$ cat src/hw/rc_readout_pkg.sv
package rc_readout_pkg;

  // ----------------------------------------------------------------
  // clock and timing
  // ----------------------------------------------------------------
  localparam int CLK_HZ            = 125_000_000;
  localparam int STARTUP_MS        = 100;
  // longest time, rounds down
  localparam int STARTUP_CYCLES    = (CLK_HZ / 1000) * STARTUP_MS;
  localparam int FAULT_REACT_US    = 200;
  localparam int FAULT_REACT_CYCLES = (CLK_HZ / 1_000_000) * FAULT_REACT_US;
  localparam int FAULT_FREQ_MIN_HZ = 11_000;
  localparam int FAULT_FREQ_MAX_HZ = 21_000;
  // mid band keeps margin against clock tolerance on both sides
  localparam int FAULT_FREQ_HZ     = (FAULT_FREQ_MIN_HZ + FAULT_FREQ_MAX_HZ) / 2;
  localparam int FAULT_HALF_CYCLES = CLK_HZ / (2 * FAULT_FREQ_HZ);
  localparam logic [11:0] FAULT_HALF_LAST = 12'(FAULT_HALF_CYCLES - 1);

  // ----------------------------------------------------------------
  // bitstream rate
  // ----------------------------------------------------------------
  localparam int SD_RATE_MHZ = 48;
  localparam int CLK_MHZ     = CLK_HZ / 1_000_000;
  localparam logic [7:0] SD_RATE_STEP = 8'(SD_RATE_MHZ);
  localparam logic [7:0] SD_RATE_WRAP = 8'(CLK_MHZ);

  // ----------------------------------------------------------------
  // frame layout
  // ----------------------------------------------------------------
  localparam int FRAME_BYTES = 5;
  localparam int FRAME_BITS  = FRAME_BYTES * 8;
  localparam logic [5:0] FRAME_BITS_LAST = 6'(FRAME_BITS - 1);
  localparam logic [15:0] ZERO_CODE      = 16'h8000;

  // ----------------------------------------------------------------
  // error code fields
  // ----------------------------------------------------------------
  localparam logic [9:0] ERR_ONES            = 10'h3ff;
  localparam logic [1:0] RESERVED_LATER_USE  = 2'h0;
  localparam logic       ERR_ZERO_BIT        = 1'h0;

  // ----------------------------------------------------------------
  // fault threshold, sensitivity in hundredths of lsb per ma
  // ----------------------------------------------------------------
  localparam int FAULT_THRESH_MA       = 152;
  localparam int SENS_CENTI_LSB_PER_MA = 8799;
  localparam logic [16:0] FAULT_CURRENT_THRESHOLD =
    17'((FAULT_THRESH_MA * SENS_CENTI_LSB_PER_MA) / 100);

  // ----------------------------------------------------------------
  // check byte
  // ----------------------------------------------------------------
  localparam logic [7:0] CRC_POLY   = 8'h07;
  localparam logic [7:0] CRC_PRESET = 8'hff;
  localparam int         CRC_TOP    = 7;

  typedef enum logic [0:0] {
    LINK_IDLE  = 1'b0,
    LINK_SHIFT = 1'b1
  } link_state_e;

  function automatic logic [7:0] check_byte_update(input logic [7:0] crc_in,
                                                   input logic [7:0] data_in);
    logic [7:0] acc;
    acc = crc_in ^ data_in;
    for (int i = 0; i < 8; i++) begin
      if (acc[CRC_TOP]) begin
        acc = {acc[6:0], 1'b0} ^ CRC_POLY;
      end else begin
        acc = {acc[6:0], 1'b0};
      end
    end
    return acc;
  endfunction

endpackage

$ cat src/hw/sd_if.sv
`timescale 1ns/100ps
interface sd_if;
  logic [15:0] word;
  logic        pos;
  logic        neg;

  modport src  (output word, input  pos, input  neg);
  modport sink (input  word, output pos, output neg);
endinterface

$ cat src/hw/sd_modulator.sv
`timescale 1ns/100ps
module sd_modulator
  import rc_readout_pkg::*;
(
  input  wire logic clock_i,
  input  wire logic rst_n_i,
  sd_if.sink        sd
);

  // ----------------------------------------------------------------
  // rate generator
  // ----------------------------------------------------------------
  logic [7:0]  phase_q;
  logic [8:0]  phase_sum;
  logic        step;
  logic [15:0] acc_q;
  logic [16:0] acc_sum;

  assign phase_sum = {1'b0, phase_q} + {1'b0, SD_RATE_STEP};
  assign step      = (phase_sum >= {1'b0, SD_RATE_WRAP});

  always_ff @(posedge clock_i or negedge rst_n_i) begin
    if (!rst_n_i) begin
      phase_q <= 8'h00;
    end else if (step) begin
      phase_q <= 8'(phase_sum - {1'b0, SD_RATE_WRAP});
    end else begin
      phase_q <= phase_sum[7:0];
    end
  end

  // ----------------------------------------------------------------
  // first order modulator, carry is the bit
  // ----------------------------------------------------------------
  assign acc_sum = {1'b0, acc_q} + {1'b0, sd.word};

  always_ff @(posedge clock_i or negedge rst_n_i) begin
    if (!rst_n_i) begin
      acc_q  <= 16'h0000;
      sd.pos <= 1'b0;
      sd.neg <= 1'b1;
    end else if (step) begin
      acc_q  <= acc_sum[15:0];
      sd.pos <= acc_sum[16];
      sd.neg <= ~acc_sum[16];
    end
  end

endmodule // sd_modulator

$ cat src/hw/rc_spi_readout.sv
// Behaviour
// - mode 1 link: clock idles low, master samples on falling edge.
// - slave only, transmit only; no command bytes are accepted.
// - five bytes msb first: wide word, narrow word, check byte.
// - check byte uses poly 0x07, register preset to 0xff.
// - per byte: xor in, eight shifts, xor 0x07 when bit 7 set.
// - check byte chosen so all five bytes reduce to 0x00.
// - normal operation within 100 ms of power-up or reset release.
// - fault signalling starts within 200 us of the condition.
// - fault pin toggles between 11 and 21 khz while a fault stands.
// - out-of-range flagged above 152-175 ma threshold; sampling continues.
// - any error replaces wide word with code, bits 15..6 ones.
// - error bit 3 marks self-check failure; bits 5..4 reserved.
// - error bit 2 is always zero.
// - error bit 1 set while out-of-range current is measured.
// - error bit 0 set on critical overload.
// - self-check failure held until power cycle, not cleared by reset.
// - wide word, error code included, feeds sigma-delta modulator.
// - sample words are offset binary, zero current is 32768.
// - 48 mhz bitstream on one pin, inverse on the other.
`timescale 1ns/100ps
module rc_spi_readout
  import rc_readout_pkg::*;
#(
  parameter int STARTUP_LEN = STARTUP_CYCLES
) (
  input  wire logic        clock_i,
  input  wire logic        rstn_i,
  input  wire logic        por_n_i,
  input  wire logic [15:0] wide_i,
  input  wire logic [15:0] narrow_i,
  input  wire logic        sample_valid_i,
  input  wire logic        overload_i,
  input  wire logic        self_check_fail_i,
  input  wire logic        cs_n_i,
  input  wire logic        sclk_i,
  output logic             miso_o,
  output logic             miso_oe_o,
  output logic             fault_o,
  output logic             bitstream_pos_o,
  output logic             bitstream_neg_o,
  output logic             ready_o
);

  // ----------------------------------------------------------------
  // reset release
  // ----------------------------------------------------------------
  logic [1:0] rst_sync_q;
  logic       rst_n;

  always_ff @(posedge clock_i or negedge rstn_i) begin
    if (!rstn_i) begin
      rst_sync_q <= 2'b00;
    end else begin
      rst_sync_q <= {rst_sync_q[0], 1'b1};
    end
  end

  assign rst_n = rst_sync_q[1];

  // ----------------------------------------------------------------
  // start-up timer
  // ----------------------------------------------------------------
  logic [23:0] startup_q;
  logic        ready_q;

  always_ff @(posedge clock_i or negedge rst_n) begin
    if (!rst_n) begin
      startup_q <= 24'h000000;
      ready_q   <= 1'b0;
    end else if (!ready_q) begin
      if (startup_q == 24'(STARTUP_LEN - 1)) begin
        ready_q <= 1'b1;
      end
      startup_q <= startup_q + 24'h000001;
    end
  end

  // ----------------------------------------------------------------
  // link input synchronisers
  // ----------------------------------------------------------------
  logic [1:0] cs_sync_q;
  logic [1:0] sclk_sync_q;
  logic       sclk_prev_q;
  logic       cs_n_s;
  logic       sclk_rise;

  always_ff @(posedge clock_i or negedge rst_n) begin
    if (!rst_n) begin
      cs_sync_q   <= 2'b11;
      sclk_sync_q <= 2'b00;
      sclk_prev_q <= 1'b0;
    end else begin
      cs_sync_q   <= {cs_sync_q[0], cs_n_i};
      sclk_sync_q <= {sclk_sync_q[0], sclk_i};
      sclk_prev_q <= sclk_sync_q[1];
    end
  end

  assign cs_n_s    = cs_sync_q[1];
  assign sclk_rise = sclk_sync_q[1] & ~sclk_prev_q;

  // ----------------------------------------------------------------
  // sample capture and range check
  // ----------------------------------------------------------------
  logic signed [16:0] wide_ext;
  logic        [16:0] wide_mag;
  logic               range_now;
  logic        [15:0] wide_enc_q;
  logic        [15:0] narrow_enc_q;
  logic               range_q;
  logic               overload_q;

  assign wide_ext  = {wide_i[15], wide_i};
  assign wide_mag  = wide_ext[16] ? 17'(-wide_ext) : 17'(wide_ext);
  assign range_now = (wide_mag > FAULT_CURRENT_THRESHOLD);

  // inputs are two's complement; flipping the sign bit adds 32768
  always_ff @(posedge clock_i or negedge rst_n) begin
    if (!rst_n) begin
      wide_enc_q   <= ZERO_CODE;
      narrow_enc_q <= ZERO_CODE;
      range_q      <= 1'b0;
      overload_q   <= 1'b0;
    end else if (sample_valid_i && ready_q) begin
      wide_enc_q   <= {~wide_i[15], wide_i[14:0]};
      narrow_enc_q <= {~narrow_i[15], narrow_i[14:0]};
      range_q      <= range_now;
      overload_q   <= overload_i;
    end
  end

  // ----------------------------------------------------------------
  // self-check flag, cleared only by power-on
  // ----------------------------------------------------------------
  logic [1:0] por_sync_q;
  logic       por_n;
  logic       self_fail_q;

  // power-on clear asserts at once, but releases on the clock
  always_ff @(posedge clock_i or negedge por_n_i) begin
    if (!por_n_i) begin
      por_sync_q <= 2'b00;
    end else begin
      por_sync_q <= {por_sync_q[0], 1'b1};
    end
  end

  assign por_n = por_sync_q[1];

  always_ff @(posedge clock_i or negedge por_n) begin
    if (!por_n) begin
      self_fail_q <= 1'b0;
    end else if (self_check_fail_i) begin
      self_fail_q <= 1'b1;
    end
  end

  // ----------------------------------------------------------------
  // wide word assembly
  // ----------------------------------------------------------------
  logic        any_err;
  logic [15:0] err_code;
  logic [15:0] word1_q;

  assign any_err  = self_fail_q | range_q | overload_q;
  assign err_code = {ERR_ONES,
                     RESERVED_LATER_USE,
                     self_fail_q,
                     ERR_ZERO_BIT,
                     range_q,
                     overload_q};

  // narrow word passes unchanged; the master discards it on error
  always_ff @(posedge clock_i or negedge rst_n) begin
    if (!rst_n) begin
      word1_q <= ZERO_CODE;
    end else begin
      word1_q <= any_err ? err_code : wide_enc_q;
    end
  end

  // ----------------------------------------------------------------
  // check byte over the four data bytes
  // ----------------------------------------------------------------
  logic [7:0] crc_b1;
  logic [7:0] crc_b2;
  logic [7:0] crc_b3;
  logic [7:0] crc_b4;

  // feeding this value in as byte five leaves the register at zero
  assign crc_b1 = check_byte_update(CRC_PRESET, word1_q[15:8]);
  assign crc_b2 = check_byte_update(crc_b1, word1_q[7:0]);
  assign crc_b3 = check_byte_update(crc_b2, narrow_enc_q[15:8]);
  assign crc_b4 = check_byte_update(crc_b3, narrow_enc_q[7:0]);

  // ----------------------------------------------------------------
  // serial transmitter
  // ----------------------------------------------------------------
  link_state_e                  state_q;
  logic [FRAME_BITS-1:0]        shift_q;
  logic [5:0]                   bit_cnt_q;
  logic                         frame_done;
  logic                         miso_q;
  logic                         miso_oe_q;

  // snapshot taken at select, so the frame cannot tear mid-transfer
  always_ff @(posedge clock_i or negedge rst_n) begin
    if (!rst_n) begin
      state_q   <= LINK_IDLE;
      shift_q   <= '0;
      miso_q    <= 1'b0;
      miso_oe_q <= 1'b0;
    end else begin
      unique case (state_q)
        LINK_IDLE: begin
          miso_oe_q <= 1'b0;
          if (!cs_n_s && ready_q) begin
            shift_q   <= {word1_q, narrow_enc_q, crc_b4};
            miso_q    <= 1'b0;
            miso_oe_q <= 1'b1;
            state_q   <= LINK_SHIFT;
          end
        end
        LINK_SHIFT: begin
          if (cs_n_s) begin
            miso_oe_q <= 1'b0;
            state_q   <= LINK_IDLE;
          end else if (sclk_rise) begin
            miso_q  <= frame_done ? 1'b0 : shift_q[FRAME_BITS-1];
            shift_q <= {shift_q[FRAME_BITS-2:0], 1'b0};
          end
        end
      endcase
    end
  end

  // ----------------------------------------------------------------
  // bit counter, saturates once the frame is out
  // ----------------------------------------------------------------
  assign frame_done = (bit_cnt_q > FRAME_BITS_LAST);

  always_ff @(posedge clock_i or negedge rst_n) begin
    if (!rst_n) begin
      bit_cnt_q <= 6'h00;
    end else if (state_q == LINK_IDLE) begin
      bit_cnt_q <= 6'h00;
    end else if (sclk_rise && !frame_done) begin
      bit_cnt_q <= bit_cnt_q + 6'h01;
    end
  end

  // the receive line is never sampled: transmit only

  // ----------------------------------------------------------------
  // fault pin oscillator
  // ----------------------------------------------------------------
  logic [11:0] fault_cnt_q;
  logic        fault_q;

  // first toggle comes the cycle after the flag, well inside the limit
  always_ff @(posedge clock_i or negedge rst_n) begin
    if (!rst_n) begin
      fault_cnt_q <= 12'h000;
      fault_q     <= 1'b0;
    end else if (!any_err) begin
      fault_cnt_q <= 12'h000;
      fault_q     <= 1'b0;
    end else if (fault_cnt_q == 12'h000) begin
      fault_cnt_q <= FAULT_HALF_LAST;
      fault_q     <= ~fault_q;
    end else begin
      fault_cnt_q <= fault_cnt_q - 12'h001;
    end
  end

  // ----------------------------------------------------------------
  // bitstream output
  // ----------------------------------------------------------------
  sd_if sd ();

  assign sd.word = word1_q;

  sd_modulator u_mod (
    .clock_i (clock_i),
    .rst_n_i (rst_n),
    .sd      (sd)
  );

  // ----------------------------------------------------------------
  // outputs
  // ----------------------------------------------------------------
  assign miso_o          = miso_q;
  assign miso_oe_o       = miso_oe_q;
  assign fault_o         = fault_q;
  assign bitstream_pos_o = sd.pos;
  assign bitstream_neg_o = sd.neg;
  assign ready_o         = ready_q;

endmodule // rc_spi_readout

$ cat config.mk
export PLATFORM = sky130hd
export DESIGN_NAME = rc_spi_readout
export DESIGN_NICKNAME = d
export VERILOG_FILES = /design/src/hw/rc_readout_pkg.sv /design/src/hw/sd_if.sv /design/src/hw/sd_modulator.sv /design/src/hw/rc_spi_readout.sv
export SDC_FILE = /design/constraint.sdc
export NUM_CORES = 1
export LEC_CHECK = 0
export BUFFER_PORTS_ARGS = -buffer_cell sky130_fd_sc_hd__buf_2
export CAP_MARGIN = 20
export CORE_MARGIN = 4
export CORE_UTILIZATION = 64
export CTS_BUF_LIST = sky130_fd_sc_hd__clkbuf_8
export CTS_CLUSTER_DIAMETER = 200
export DETAILED_ROUTE_END_ITERATION = 7
export GPL_TIMING_DRIVEN = 0
export PLACE_DENSITY = 0.83
export SETUP_SLACK_MARGIN = 0.2
export SLEW_MARGIN = 20
export SYNTH_ARGS = -nofsm -noshare
export SYNTH_HDL_FRONTEND = slang
export SYNTH_HIERARCHICAL = 1
export SYNTH_SLANG_ARGS = --single-unit
$ cat constraint.sdc
create_clock -name clock_i -period 6.4 [get_ports clock_i]
set_input_delay 0.64 -clock clock_i [delete_from_list [all_inputs] [get_ports clock_i]]
set_output_delay 0.64 -clock clock_i [all_outputs]
set_load 0.01 [all_outputs]
==> qor.txt <==
Largest net degree at the start of global routing -> 48
EDFF count, synth -> 0
First-pass GRT wire length -> 31700 um
Fill cells -> 920
Worst R2R Setup Slack -> 3.51 ns
Clk_skew -> 0.0113 ns
Most frequent cells in the layout -> dfrtp_1 (166), nand2_1 (94), xnor2_1 (85)
Fmax -> 346 MHz
Crit Reg-Reg Startpoint -> sd.word[15]
DP HPWL -> 13600 um
Period Utilization, post-route -> 0.452
Rows -> 42
CP endpoint kind -> flop
Vias per std cell -> 5.89
Crit path DAT -> 3.25 ns
R2R depth -> 8
Overall die height -> 126 um
Die area -> 15900 um^2
Synth Instances -> 825
Commonest non-fill, non-tap cell in the layout -> dfrtp_1
Port Buffer Count -> 44
Final min period -> 2.89 ns
Reg clk slew, reported paths -> 0.08 ns
Max-cap viol count -> 0
Primary FF master, synth -> dfrtp_1
Core footprint -> 13500 um^2
H-tree Lvls -> 4
Synth-to-Final Area Change -> 11.0%
WL/cell -> 17.2 um
Reg-to-Reg End -> shift_q[1]
Hold Fails Final Rpt -> 0
Register area -> 4340 um^2
Antenna cells -> 0
NumNets Final -> 960
Pre-CTS setup slack -> 3.55 ns
Max-slew headroom -> 0.484
Die extent in x -> 126 um
Clock Latency Late Sink -> 0.47 ns
Worst setup path category -> reg2reg
RSZ-0062 raised after global routing -> false
Mean Syn Cell Area -> 10.8 um^2
Post-synthesis cell type count -> 62
Slew @ Worst Pin -> 0.773 ns
Multi-input logic area -> 4390 um^2
IO Pins -> 46
Post-synthesis register bit count -> 173
Final GP Congestion -> 0.885
Vias in the first global route -> 6511
Antenna Nets Post-Route -> 0
Status -> finished clean
Synthesized area -> 8900 um^2
PwrDens -> 262 nW/um^2
Leak -> 0.00440 uW
Grt ovf -> 0
Final setup viols -> 0
Total CTS buffers -> 17
Worst Slack Setup Final -> 3.51 ns
Post-route insts no fill -> 1083
Crit start category -> flop
Clk Tree Root Cell -> clkbuf_8
CTS resizes -> 0
CP dominant cell by count -> xnor3_2
Final Slew Violations -> 0
DP Cell Count -> 1049
Slowest-stage cell, CP -> dfstp_2
Maximum VDD drop -> 191 uV
Starting Density -> 0.661
FFs w/ async S/R, synth -> 1.00
Final WL -> 18600 um
Initial antenna violation count -> 0
CTS max path bufs -> 2
CTS tree -> yes
Starting DRT DRC Count -> 496
CTS Sinks -> 173
Vias -> 6381
Global Route Usage Sum -> 0.247
Initial DRT Pass Iterations -> 7
Register area share after synthesis -> 0.487
Synth warn -> 6
Max FO, Critical Path -> 6
Req. time, crit path -> 6.76 ns
Hold/Removal Path Class -> reg2async
Cells along the critical path -> buf_2, xnor3_2, xor2_1, xor3_2, xnor3_2, xnor2_1, o211ai_1, o21a_1
Residual DRC -> 0
Critical Path Max Stage Delay -> 0.58 ns
Layout cells sized above 1 -> 0.151
==> Yosys cell counts, types with 7 or more instances <==
library cell	number	area, um^2
nand2_1	94	353
clkbuf_1	20	75.1
inv_1	15	56.3
xnor2_1	85	744
ha_1	25	313
xor2_1	30	263
nor2_1	44	165
a21oi_1	26	130
mux2i_1	37	370
a21o_1	8	60.1
o21ai_0	67	335
nand2b_1	15	93.8
xnor3_1	7	158
nor3_1	16	80.1
dfrtp_1	167	4180
nor4_1	10	62.6
nand4_1	10	62.6
nand3_1	11	55.1
mux2_2	33	372
==> registers in the layout (all words and copies together) (netlist names), 2 cells and up <==
| register | count |
|---|---|
| bit_cnt_q | 6 |
| cs_sync_q | 2 |
| fault_cnt_q | 12 |
| narrow_enc_q | 16 |
| por_sync_q | 2 |
| rst_sync_q | 2 |
| sclk_sync_q | 2 |
| sd.word | 16 |
| shift_q | 40 |
| startup_q | 24 |
| u_mod/acc_q | 16 |
| u_mod/phase_q | 8 |
| wide_enc_q | 16 |
==> critical path: cells and delay by family (launching register included) <==
kind                      cells  cell delay, ns
AOI/OAI and AO/OA             2            0.23
xor gates and xnor gates      5            1.74
buffers and inverters         1            0.24
DFF                           1            0.58
==> logic make-up after synthesis <==
| kind of cell | Yosys count | share of synthesized area |
|---|---|---|
| buffers and inverters | 45 | 0.0201 |
| and+or+nand+nor | 238 | 0.128 |
| AOI/OAI and AO/OA | 145 | 0.0986 |
| DFF | 173 | 0.487 |
| adders and majority gates | 26 | 0.0374 |
| xor gates and xnor gates | 127 | 0.145 |
| muxes | 70 | 0.0834 |
| other | 1 | 0.000421 |
==> layer usage <==
layer  vias to the layer above  GRT usage  routed length, um
met4                         0      0.100                530
met1                      3167      0.330               8170
met2                       174      0.402               9150
li1                       2999          -                  -
met5                         -          0                  0
met3                        41     0.0449                768
==> area by class of cell <==
cell class	count	area share
multi-input cells	608	0.444
flip-flops and latches	173	0.439
clock buffers	23	0.0320
repair buffers	49	0.0312
well taps	176	0.0223
clock inverters	9	0.0132
plain buffers	30	0.0124
inverters	15	0.00570
==> what timing repair did <==
item	4_1_cts	5_1_grt
buffers inserted	0	0
hold endpoints to repair	4	0
hold buffers	2	0
==> report_power, final <==
| part | internal, uW | switching [uW] |
|---|---|---|
| Clock | 449 | 387 |
| Combinational | 220 | 281 |
| Sequential | 1180 | 69.6 |
==> through the flow <==
stage	utilization	setup TNS (ns)	instance area [um^2]	hold slack, ns	total power, uW
4_1_cts	0.734	0	9880	0.00465	2600
6_report	0.734	0	9880	0.00439	2590
5_1_grt	0.734	0	9880	0.00655	2730
2_1_floorplan	-	0	8900	-0.00566	1640
3_3_place_gp	0.694	-24.31	9340	-0.00354	1720
3_5_place_dp	0.700	0	9410	-0.00308	1760
==> how the worst max path moves through the flow <==
stage                             start             to  depth (start not counted)
final                       sd.word[15]     shift_q[1]                          8
after CTS                   sd.word[15]     shift_q[1]                          8
after global placement    rst_sync_q[1]  startup_q[21]                          0
after floorplan           rst_sync_q[1]   bit_cnt_q[0]                          0
after detailed placement    sd.word[15]     shift_q[1]                          8
after global routing        sd.word[15]     shift_q[1]                          8
Note: power is estimated with default switching activity, not from simulation.
